**src/core/ats_pkg.sv**
```systemverilog
// Purpose: shared constants and types for the antenna tuning sequencer
// Assumes: 200 MHz core clock
// Notes:   register map of the AXI4-Lite slave and search sizing
package ats_pkg;
    localparam int unsigned CLK_HZ          = 200_000_000;
    localparam int unsigned EXCURSION_MS    = 2000;
    localparam int unsigned EXCURSION_CYC   = (CLK_HZ / 1000) * EXCURSION_MS;
    localparam int unsigned SETTLE_US       = 1000;
    localparam int unsigned SETTLE_CYC      = (CLK_HZ / 1_000_000) * SETTLE_US;
    localparam int unsigned CAP_W           = 5;
    localparam int unsigned IND_W           = 10;
    localparam int unsigned ELEM_W          = 2 * CAP_W + IND_W + 1;
    localparam logic [ELEM_W-1:0] ELEM_RST  = '0;
    localparam logic [3:0]  OFS_CTRL        = 4'h0;
    localparam logic [3:0]  OFS_STATUS      = 4'h4;
    localparam logic [3:0]  OFS_ELEMS       = 4'h8;
    localparam logic [3:0]  OFS_SAVED       = 4'hc;
    localparam int unsigned CTRL_START_BIT  = 0;
    localparam logic [1:0]  RESP_OKAY       = 2'b00;
    localparam logic [1:0]  RESP_SLVERR     = 2'b10;

    typedef enum logic [6:0] {
        ATS_INIT    = 7'b0000001,
        ATS_COARSE  = 7'b0000010,
        ATS_MID     = 7'b0000100,
        ATS_FINE    = 7'b0001000,
        ATS_TERM    = 7'b0010000,
        ATS_HOLD    = 7'b0100000,
        ATS_ABORT   = 7'b1000000
    } ats_state_e;

    // element set: input caps, output caps, inductors, output inductor
    typedef struct packed {
        logic [CAP_W-1:0] cap_in;
        logic [CAP_W-1:0] cap_out;
        logic [IND_W-1:0] ind;
        logic             ind_out;
    } ats_elem_s;
endpackage : ats_pkg

```
**src/core/ats_sequencer.sv**
```systemverilog
// Purpose: tuning sequencer for an automatic antenna matching network
// Assumes: comparator and line inputs are asynchronous and are synchronised here
// Notes:   registers over AXI4-Lite; search is a bounded walk of the relay code
// Functional notes
// - supply power-up resets controller, then initialization and coarse check begin
// - initialization drives tune key low to request low-power tune carrier
// - mismatch high at initialization starts the coarse search stage
// - mismatch low at initialization keeps elements until a channel change
// - each stage steps elements and samples mismatch once per settle period
// - coarse match saves element list and moves to mid stage
// - exhausted stage restores saved configuration and goes to termination
// - mid stage raises mid select; searches only if mismatch high
// - mid match saves element list and begins fine stage
// - fine stage drops mid select, raises fine select, searches while mismatch high
// - fine match saves list, drops fine select, proceeds to termination
// - termination releases tune key high and keeps element list
// - elements held until tune line, supply or channel change transition
// - A/B sense change in hold clears elements and restarts initialization
// - supply loss discards list; reapplying supply restarts initialization
// - half second after selection inputs rise, tuned falls, initialization runs
// - power outside window over two seconds during a coarse, mid or fine stage aborts and restores saved set
// - after abort restart only on channel change with power in range
// - short power excursion resumes the interrupted stage where it stopped
module ats_sequencer
    import ats_pkg::*;
#(
    parameter int unsigned EXCURSION_CYCLES = EXCURSION_CYC,
    parameter int unsigned SETTLE_CYCLES    = SETTLE_CYC
)(
    input  wire logic        core_clk_i,         // controller clock
    input  wire logic        sys_rst_i,          // sync reset, high
    input  wire logic        supply_ok_i,        // switched supply present (pin)
    input  wire logic        mismatch_in_i,      // mismatch comparator (pin)
    input  wire logic        phase_sense_in_i,   // phase sense (pin)
    input  wire logic        ab_sense_in_i,      // A/B channel sense (pin)
    input  wire logic        power_ack_pin_i,    // low when power in window (pin)
    input  wire logic        tuned_input_pin_i,  // channel change done, falls (pin)
    output logic             tune_key_out_o,     // low requests tune carrier
    output logic             mid_threshold_select_out_o,  // 2:1 select
    output logic             fine_threshold_select_out_o, // 1.5:1 select
    output ats_elem_s        elem_o,             // relay drive
    input  wire logic [31:0] s_axi_awaddr,       // write address
    input  wire logic        s_axi_awvalid,      // write address valid
    output logic             s_axi_awready,      // write address ready
    input  wire logic [31:0] s_axi_wdata,        // write data
    input  wire logic [3:0]  s_axi_wstrb,        // write strobes
    input  wire logic        s_axi_wvalid,       // write data valid
    output logic             s_axi_wready,       // write data ready
    output logic [1:0]       s_axi_bresp,        // write response
    output logic             s_axi_bvalid,       // write response valid
    input  wire logic        s_axi_bready,       // write response ready
    input  wire logic [31:0] s_axi_araddr,       // read address
    input  wire logic        s_axi_arvalid,      // read address valid
    output logic             s_axi_arready,      // read address ready
    output logic [31:0]      s_axi_rdata,        // read data
    output logic [1:0]       s_axi_rresp,        // read response
    output logic             s_axi_rvalid,       // read valid
    input  wire logic        s_axi_rready        // read ready
);
    localparam int unsigned CW = $clog2(EXCURSION_CYCLES + 1);
    localparam int unsigned SW = $clog2(SETTLE_CYCLES + 1);

    if (EXCURSION_CYCLES < 2 || SETTLE_CYCLES < 3)
    begin : g_chk
        $error("ats_sequencer: counts too small");
    end

    // =====================================================================
    // input synchronisers
    // =====================================================================
    localparam int unsigned NSYNC = 6;
    logic [NSYNC-1:0] meta_ff;
    logic [NSYNC-1:0] sync_ff;
    logic [NSYNC-1:0] prev_ff;
    logic             sup;
    logic             mis;
    logic             ab;
    logic             pwr_bad;
    logic             tuned;

    always_ff @(posedge core_clk_i)
    begin
        meta_ff <= {tuned_input_pin_i, power_ack_pin_i, ab_sense_in_i,
                    phase_sense_in_i, mismatch_in_i, supply_ok_i};
        sync_ff <= meta_ff;
        prev_ff <= sync_ff;
    end

    assign sup     = sync_ff[0];
    assign mis     = sync_ff[1];
    assign ab      = sync_ff[3];
    assign pwr_bad = sync_ff[4];
    assign tuned   = sync_ff[5];

    logic ab_edge;
    logic chan_done;
    logic sup_rise;
    assign ab_edge   = ab ^ prev_ff[3];
    assign chan_done = prev_ff[5] & ~tuned;
    assign sup_rise  = sup & ~prev_ff[0];

    // =====================================================================
    // control register
    // =====================================================================
    logic       start_ff;
    logic       soft_start;

    // =====================================================================
    // sequencer
    // =====================================================================
    ats_state_e      state_ff;
    ats_elem_s       cur_ff;
    ats_elem_s       saved_ff;
    logic [SW-1:0]   settle_ff;
    logic [CW-1:0]   exc_ff;
    logic            exc_long;
    logic            search;
    logic            settled;
    logic            exhausted;
    logic [ELEM_W-1:0] step_code;

    assign search    = (state_ff == ATS_COARSE) || (state_ff == ATS_MID)
                       || (state_ff == ATS_FINE);
    assign settled   = (settle_ff == '0);
    assign exhausted = (cur_ff == {ELEM_W{1'b1}});
    assign exc_long  = (exc_ff >= CW'(EXCURSION_CYCLES));
    assign step_code = cur_ff + ELEM_W'(1);

    always_ff @(posedge core_clk_i)
    begin
        if (sys_rst_i || !pwr_bad || !search)
            exc_ff <= '0;
        else if (!exc_long)
            exc_ff <= exc_ff + CW'(1);
    end

    // comparator settle time after each relay, select or state change; relay
    // and select registers plus the pin synchroniser need three cycles
    always_ff @(posedge core_clk_i)
    begin
        if (sys_rst_i || !sup || sup_rise || !(state_ff == ATS_INIT || search))
            settle_ff <= SW'(SETTLE_CYCLES);
        else if (!settled)
            settle_ff <= settle_ff - SW'(1);
        else if (!pwr_bad)
            settle_ff <= SW'(SETTLE_CYCLES);
    end

    always_ff @(posedge core_clk_i)
    begin
        // reset on supply application or loss
        if (sys_rst_i || !sup || sup_rise)
        begin
            state_ff  <= ATS_INIT;
            cur_ff    <= ELEM_RST;
            saved_ff  <= ELEM_RST;
        end
        else
        begin
            unique case (state_ff)
                ATS_INIT:
                begin
                    if (settled && !pwr_bad)
                        state_ff <= mis ? ATS_COARSE : ATS_TERM;
                end
                ATS_COARSE, ATS_MID, ATS_FINE:
                begin
                    if (exc_long)
                    begin
                        cur_ff   <= saved_ff;
                        state_ff <= ATS_ABORT;
                    end
                    else if (pwr_bad || !settled)
                        state_ff <= state_ff;
                    else if (!mis)
                    begin
                        saved_ff <= cur_ff;
                        state_ff <= (state_ff == ATS_COARSE) ? ATS_MID
                                  : (state_ff == ATS_MID) ? ATS_FINE : ATS_TERM;
                    end
                    else if (exhausted)
                    begin
                        cur_ff   <= saved_ff;
                        state_ff <= ATS_TERM;
                    end
                    else
                        cur_ff <= step_code;
                end
                ATS_TERM:
                    state_ff <= ATS_HOLD;
                ATS_HOLD:
                begin
                    if (ab_edge)
                    begin
                        cur_ff   <= ELEM_RST;
                        state_ff <= ATS_INIT;
                    end
                    else if (chan_done || soft_start)
                        state_ff <= ATS_INIT;
                end
                ATS_ABORT:
                begin
                    // restart needs change and good power
                    if ((chan_done || ab_edge) && !pwr_bad)
                        state_ff <= ATS_INIT;
                end
                default:
                    state_ff <= ATS_INIT;
            endcase
        end
    end

    always_ff @(posedge core_clk_i)
    begin
        if (sys_rst_i)
        begin
            tune_key_out_o              <= 1'b1;
            mid_threshold_select_out_o  <= 1'b0;
            fine_threshold_select_out_o <= 1'b0;
            elem_o                      <= ELEM_RST;
        end
        else
        begin
            tune_key_out_o              <= !(state_ff == ATS_INIT || search);
            mid_threshold_select_out_o  <= (state_ff == ATS_MID);
            fine_threshold_select_out_o <= (state_ff == ATS_FINE);
            elem_o                      <= cur_ff;
        end
    end

    // =====================================================================
    // AXI4-Lite slave
    // =====================================================================
    logic [3:0] aw_ff;
    logic       aw_got_ff;
    logic [31:0] wd_ff;
    logic [3:0]  ws_ff;
    logic       w_got_ff;

    assign s_axi_awready = !aw_got_ff && !s_axi_bvalid;
    assign s_axi_wready  = !w_got_ff && !s_axi_bvalid;
    assign s_axi_arready = !s_axi_rvalid;
    assign soft_start    = start_ff;

    always_ff @(posedge core_clk_i)
    begin
        if (sys_rst_i)
        begin
            aw_got_ff    <= 1'b0;
            w_got_ff     <= 1'b0;
            aw_ff        <= '0;
            wd_ff        <= '0;
            ws_ff        <= '0;
            s_axi_bvalid <= 1'b0;
            s_axi_bresp  <= RESP_OKAY;
            start_ff     <= 1'b0;
        end
        else
        begin
            start_ff <= 1'b0;
            if (s_axi_awvalid && s_axi_awready)
            begin
                aw_ff     <= s_axi_awaddr[3:0];
                aw_got_ff <= 1'b1;
            end
            if (s_axi_wvalid && s_axi_wready)
            begin
                wd_ff    <= s_axi_wdata;
                ws_ff    <= s_axi_wstrb;
                w_got_ff <= 1'b1;
            end
            if (aw_got_ff && w_got_ff)
            begin
                aw_got_ff    <= 1'b0;
                w_got_ff     <= 1'b0;
                s_axi_bvalid <= 1'b1;
                s_axi_bresp  <= (aw_ff == OFS_CTRL) ? RESP_OKAY : RESP_SLVERR;
                start_ff     <= (aw_ff == OFS_CTRL) && ws_ff[0]
                                && wd_ff[CTRL_START_BIT];
            end
            if (s_axi_bvalid && s_axi_bready)
                s_axi_bvalid <= 1'b0;
        end
    end

    always_ff @(posedge core_clk_i)
    begin
        if (sys_rst_i)
        begin
            s_axi_rvalid <= 1'b0;
            s_axi_rdata  <= '0;
            s_axi_rresp  <= RESP_OKAY;
        end
        else if (s_axi_arvalid && s_axi_arready)
        begin
            s_axi_rvalid <= 1'b1;
            s_axi_rresp  <= RESP_OKAY;
            unique case (s_axi_araddr[3:0])
                OFS_CTRL:   s_axi_rdata <= '0;
                OFS_STATUS: s_axi_rdata <= {19'h0, sync_ff, state_ff};
                OFS_ELEMS:  s_axi_rdata <= {11'h0, cur_ff};
                OFS_SAVED:  s_axi_rdata <= {11'h0, saved_ff};
                default:
                begin
                    s_axi_rdata <= '0;
                    s_axi_rresp <= RESP_SLVERR;
                end
            endcase
        end
        else if (s_axi_rvalid && s_axi_rready)
            s_axi_rvalid <= 1'b0;
    end
endmodule // ats_sequencer

```
**config.mk**
```make
export PLATFORM = sky130hd
export DESIGN_NAME = ats_sequencer
export DESIGN_NICKNAME = d
export VERILOG_FILES = /design/src/core/ats_pkg.sv /design/src/core/ats_sequencer.sv
export SDC_FILE = /design/constraint.sdc
export NUM_CORES = 1
export LEC_CHECK = 0
export BUFFER_PORTS_ARGS = -buffer_cell sky130_fd_sc_hd__buf_2
export CAP_MARGIN = 25
export CORE_MARGIN = 4
export CORE_UTILIZATION = 45
export CTS_CLUSTER_SIZE = 8
export DETAILED_ROUTE_END_ITERATION = 10
export PLACE_DENSITY = 0.72
export SYNTH_ARGS = -nofsm -noshare
export SYNTH_HDL_FRONTEND = slang
export SYNTH_SLANG_ARGS = --single-unit
export TNS_END_PERCENT = 1
```
**constraint.sdc**
```tcl
create_clock -name core_clk_i -period 4.7 [get_ports core_clk_i]
set_input_delay 0.235 -clock core_clk_i [delete_from_list [all_inputs] [get_ports core_clk_i]]
set_output_delay 0.235 -clock core_clk_i [all_outputs]
set_load 0.005 [all_outputs]
```
## Word level (Yosys, flattened, before mapping)

Cells that the tools add are included.

- Register bits after elaboration: 185
- Input bits: 113
- Output and inout port bits: 65
- Logic and storage cells: 134

- $add $sub $neg: 3
- Magnitude comparators: 1
- Equality and inequality tests: 19
- Muxes and demuxes: 25
- Bitwise operators: 9
- Reduce and logical (&&, ||, !) cells: 45

Operators by type and width:

| operator | count |
|---|---|
| $mux W21 | 5 |
| $pmux W21 S3 | 1 |
| $mux W7 | 8 |
| $pmux W21 S2 | 1 |
| $mux W18 | 2 |
| $pmux W7 S5 | 1 |
| $add A29 B1 Y29 const B | 1 |
| $ge A29 B29 Y1 const B | 1 |
| $add A21 B1 Y21 const B | 1 |
| $eq A21 B21 Y1 const B | 1 |
| $logic_not A18 Y1 | 1 |
| $sub A18 B1 Y18 const B | 1 |
| $mux W5 | 3 |
| $logic_and A1 B1 Y1 | 12 |
| $logic_or A1 B1 Y1 | 11 |
| $logic_not A1 Y1 | 9 |
| $ne A3 B3 Y1 const B | 3 |
| $eq A4 B4 Y1 const B | 2 |
| $logic_not A4 Y1 | 2 |
| $reduce_and A4 Y1 | 2 |
| $eq A7 B1 Y1 const B | 1 |
| $eq A7 B2 Y1 const B | 1 |
| $eq A7 B3 Y1 const B | 1 |
| $eq A7 B4 Y1 const B | 1 |
| other kinds (17) | 30 |

## Logic depth before layout (Yosys ltp)

- Depth in word-level cells: 7
- Mapped depth: 10
- Gate-level depth less buffers: 8

## Least setup slack after synthesis

Ideal clock, no wire load.

- Path kind: register -> register
- Start point: register settle_ff[0]
- End point: register cur_ff[19] (netlist name)
- Setup time: 139 ps
- Arrival: 2281 ps
- Data required time: 4561 ps
- Path slack: 2280 ps
- Stages on the path, launching flop included: 11
- Path buffers: 2
- Period minus slack after synthesis: 2420 ps
- Cells stage by stage: dfxtp_1 > inv_1 > ha_1 > nand2b_1 > or4_4 > or4_4 > and4_1 > buf_6 > buf_6 > o21ai_1 > o221ai_1

- Cells in the longest elaborated chain, start to end: 5

RTL lines:

| element | RTL line | source |
|---|---|---|
| start: declaration | ats_sequencer.sv:114 | `logic [SW-1:0] settle_ff;` |
| start signal: assignment | ats_sequencer.sv:142 | `settle_ff <= SW'(SETTLE_CYCLES);` |
| start signal: assignment | ats_sequencer.sv:144 | `settle_ff <= settle_ff - SW'(1);` |
| start signal: assignment | ats_sequencer.sv:146 | `settle_ff <= SW'(SETTLE_CYCLES);` |
| $logic_not A18 Y1 | ats_sequencer.sv:124 | `assign settled = (settle_ff == '0);` |
| $logic_not A1 Y1 | ats_sequencer.sv:173 | `else if (pwr_bad \|\| !settled)` |
| $logic_or A1 B1 Y1 | ats_sequencer.sv:173 |  |
| $ne A3 B3 Y1 (no source line) | n/a |  |
| $reduce_and A4 Y1 (no source line) | n/a |  |
| end signal: assignment | ats_sequencer.sv:170 | `cur_ff <= saved_ff;` |
| end signal: assignment | ats_sequencer.sv:183 | `cur_ff <= saved_ff;` |
| end signal: assignment | ats_sequencer.sv:187 | `cur_ff <= step_code;` |
| end: declaration | ats_sequencer.sv:112 | `ats_elem_s cur_ff;` |

Every way passes these cells.
A chain may end at the register's enable or synchronous reset.

## Worst setup path after layout

- Start point: register cur_ff[0] (netlist name)
- End point: register cur_ff[4] (netlist name)

- Cells in the longest elaborated chain, start to end: 6
- Elaborated cells on any way between the ends: 7
- Those cells by class: add/sub (1); eq/ne (1); mux (5)

RTL lines:

| element | RTL line | source |
|---|---|---|
| $add A21 B1 Y21 or $eq A21 B21 Y1 (tied branches) | ats_sequencer.sv:127, ats_sequencer.sv:125 |  |
| $mux W21 (*) | ats_sequencer.sv:181 | `else if (exhausted)` |
| $mux W21 (*) | ats_sequencer.sv:175 | `else if (!mis)` |
| $mux W21 (*) | ats_sequencer.sv:173 |  |
| $mux W21 (*) | ats_sequencer.sv:168 | `if (exc_long)` |
| $pmux W21 S2 (*) | ats_sequencer.sv:160 | `unique case (state_ff)` |

Every way passes the cells marked *; elsewhere a longest branch is shown, timed or not. The select of a mux whose other input is x is not followed.

==> run summary <==
The final number of max-transition violations came out at 0. The violation count after the first detailed-route iteration came out at 457. The number of nets in the finished design is 1050. The maximum level of the CTS H-tree came out at 4. The final setup violation count is 0. The worst register-to-register path has a depth of 6. The total cell area at the placement stage is between 8000 and 9000 um2.

Summed over all layers, the routed wires come to 18.2 mm. The source-to-sink clock delay at the later pin of the worst-skew pair is 0.42 ns. The number of placed I/O pins is 178.

STA classifies the critical path startpoint as a register. The number of max-capacitance violations reported came out at 0. The pin count of the biggest net entering global routing came out at 49.

The via count came out at approximately 6500. In this run, post-CTS repair resized a total of 0 instances. The area overhead of the layout relative to synthesis is 14.2%.

The worst hold path belongs to the class primary input to register. The count of flip-flops with a built-in enable after synthesis is 0. The type of element capturing the critical path is a register. The aggregate negative setup slack is 0 ns. The detailed-route vias per instance is roughly 5.5.

The maximum resistive drop on vdd is between 0.0002 and 0.0003 V. A synthesized cell averages 8.62 um2. Dividing total power by cell area gives a power density of 340 nW/um2. The count of input and output buffers came out at 74. The vertical die dimension is roughly 140 um.

TritonCTS built the clock tree. The largest driver fanout on the critical path is 17. Setup repair after global routing left no endpoint under its margin. The count of final hold-check violations is 0. The maximum clock insertion buffer count came out at 2. Before antenna repair, the detailed router went through 5 iterations. The Yosys step of the flow raised 0 warnings. The core area is ~17000 um2. The maximum clock frequency is 325 MHz. The post-CTS setup-driven buffer insertion count is 0. The share of final-layout standard cells stronger than drive strength 1 came out at 0.147. The clock-pin slew on the worst setup and hold paths came out at 0.06 ns. The headroom to the max-slew limit came out at 0.328.

The post-layout minimum cycle time came out at 3.08 ns. Counting instances, the worst hold path has a depth of 3. Dividing the detail-routed wire length by the instance count gives 15.6 um. The clock sink count is 169.

The number of antenna violations at the first check in global routing came to 0. Routability-driven placement finished with a final weighted congestion of 0.805. The most used flip-flop cell after synthesis is sky130_fd_sc_hd__dfxtp_1. For this run, design rule violations remaining after detail routing come to 0. After global routing the overflow that remains totals 0. The summed instance area of the synthesized netlist came out at roughly 7600 um2. The total non-filler cell area in the finished layout came out at 8670 um2.

In this run, distinct cell masters in the synthesized netlist total 63. The width of the die is 138 um. The data required time at the worst endpoint is 4.96 ns. The analysis attributes to cell leakage a power of approximately 3.3 nW. The kind of critical path is register to register.

The share of the clock period used by the worst path is 0.655. The via count of the first global-routing pass is roughly 6000. The gate count after technology mapping came out at 881. At the pin with the least slew margin, the transition time is 0.999 ns. The share of flip-flops with an asynchronous set or reset after synthesis came out at 0. The register bit total from synthesis is 169. The number of antenna cells inserted came out at 0. The sequential fraction of the synthesis area is 0.446. The data arrival time of the critical path is between 3 and 4 ns. In this run the remaining antenna-violating nets after routing total 0. The die covers 19000 um2. The global-route usage over all layers is 0.192. The flow ran to the end, and the final reports show no timing, DRC or antenna violations.

The row count came out at 47. The number of buffers inserted for hold repair after clock tree synthesis is 6. The total power draw came out at roughly 3 mW. Clock tree synthesis selected as its root buffer the cell sky130_fd_sc_hd__clkbuf_16. The total half-perimeter wirelength after legalization and detailed placement is between 10 and 15 mm. Clock skew on the completed layout was measured at 0.00926 ns. For this configuration, the core starts out at a cell density of 0.458. Clock tree synthesis inserted a total of 17 buffers.

The first global-routing pass estimated 29.5 mm of wire. At the placement stage, the worst setup path has a slack of 1.69 ns. Once routing completed, OpenROAD measured the worst setup slack at 1.62 ns.
==> flip-flops by register name, indices dropped and copies added, names as in the netlist, 3 cells and up <==
signal,count
meta_ff,6
state_ff,7
exc_ff,29
aw_ff,4
prev_ff,3
sync_ff,6
saved_ff,21
elem_o,21
cur_ff,21
s_axi_rdata,21
settle_ff,18
==> cell usage after synthesis, drive strengths merged, types with 14 or more instances <==
| library cell | instances | area [um2] |
|---|---|---|
| nor2 | 107 | 402 |
| a22oi | 14 | 105 |
| clkbuf | 41 | 154 |
| o221ai | 17 | 149 |
| o21ai | 33 | 165 |
| buf | 28 | 180 |
| nand3 | 29 | 150 |
| dfxtp | 169 | 3380 |
| a21oi | 50 | 250 |
| mux2 | 14 | 158 |
| nor3 | 19 | 100 |
| nor2b | 19 | 119 |
| mux2i | 36 | 360 |
| xnor2 | 19 | 166 |
| nor4 | 23 | 144 |
| nand2 | 99 | 374 |
| inv | 18 | 67.6 |
==> layout make-up <==
| type | instances | area (um2) |
|---|---|---|
| Fill cell | 1556 | 7910 |
| Multi-Input combinational cell | 637 | 3850 |
| Sequential cell | 169 | 3380 |
| Timing Repair Buffer | 89 | 526 |
| Clock buffer | 22 | 444 |
| Tap cell | 220 | 275 |
| Clock inverter | 9 | 125 |
| Inverter | 18 | 67.6 |
==> worst max-delay path: stages (launching register included) <==
cell and delay (ns):
sky130_fd_sc_hd__dfxtp_1 0.49, sky130_fd_sc_hd__ha_1 0.28, sky130_fd_sc_hd__nand4_1 0.28, sky130_fd_sc_hd__nor3_1 0.48, sky130_fd_sc_hd__nand4_1 0.34, sky130_fd_sc_hd__nand4_1 0.78
sky130_fd_sc_hd__o221ai_1 0.26
==> metrics by stage <==
stage	std cells	hold WS [ns]	utilization
floorplan	893	0.263	-
global placement	1125	0.311	0.482
detailed placement	1126	0.312	0.484
CTS	1163	0.0334	0.522
global route	1164	0.0578	0.523
finish	1164	0.0462	0.523
==> layer usage <==
| layer | part of all wire | up-vias | track usage |
|---|---|---|---|
| met5 | 0 | - | 0 |
| met4 | 0.0091 | 0 | 0.0483 |
| met3 | 0.061 | 20 | 0.0544 |
| met2 | 0.47 | 176 | 0.310 |
| met1 | 0.46 | 3053 | 0.255 |
| li1 | - | 3206 | - |
==> cells in the final DEF, fill, tap and decap left out, types with 6 or more instances in the layout <==
master and n:
sky130_fd_sc_hd__dfxtp_1 169, sky130_fd_sc_hd__or4_1 10, sky130_fd_sc_hd__conb_1 13, sky130_fd_sc_hd__nand2_1 98, sky130_fd_sc_hd__nor3_1 18, sky130_fd_sc_hd__buf_2 74
sky130_fd_sc_hd__a22o_1 13, sky130_fd_sc_hd__o221ai_1 17, sky130_fd_sc_hd__a22oi_1 14, sky130_fd_sc_hd__buf_4 7, sky130_fd_sc_hd__a21oi_1 50, sky130_fd_sc_hd__or3_1 12
sky130_fd_sc_hd__nor2b_1 19, sky130_fd_sc_hd__nand3_1 28, sky130_fd_sc_hd__dlygate4sd3_1 6, sky130_fd_sc_hd__xor2_1 13, sky130_fd_sc_hd__o31ai_1 8, sky130_fd_sc_hd__mux2i_1 36
sky130_fd_sc_hd__inv_1 18, sky130_fd_sc_hd__nor4_1 23, sky130_fd_sc_hd__and3_1 7, sky130_fd_sc_hd__and4_1 6, sky130_fd_sc_hd__nor2_1 107, sky130_fd_sc_hd__clkbuf_16 17
sky130_fd_sc_hd__o21ai_0 21, sky130_fd_sc_hd__nand4_1 12, sky130_fd_sc_hd__mux2_2 14, sky130_fd_sc_hd__o21ai_1 12, sky130_fd_sc_hd__xnor2_1 19
==> where the power goes <==
group          internal, mW  total, mW  switching (mW)
combinational        0.0460      0.114          0.0677
sequential             1.45       1.47          0.0151
clock                 0.829       1.37           0.543
==> path summary, 6_finish.rpt <==
kind                        start         end  slack (ns)
hold reg to reg        meta_ff[1]  sync_ff[1]        0.33
setup / recovery        cur_ff[0]   cur_ff[4]        1.62
hold / removal    s_axi_awaddr[3]    aw_ff[3]        0.05
setup reg to reg        cur_ff[0]   cur_ff[4]        1.62
==> logic make-up after synthesis <==
group,after synthesis,share of synthesized area
buffers and inverters,87,0.0529
XOR/XNOR,32,0.0369
multiplexers,50,0.0682
AND/OR/NAND/NOR,374,0.246
other,1,0.000494
adder cells (fa/ha/maj),5,0.00824
flip-flops,169,0.446
AO/OA/AOI/OAI,163,0.142
No activity file was read; power rests on OpenSTA's default activity.
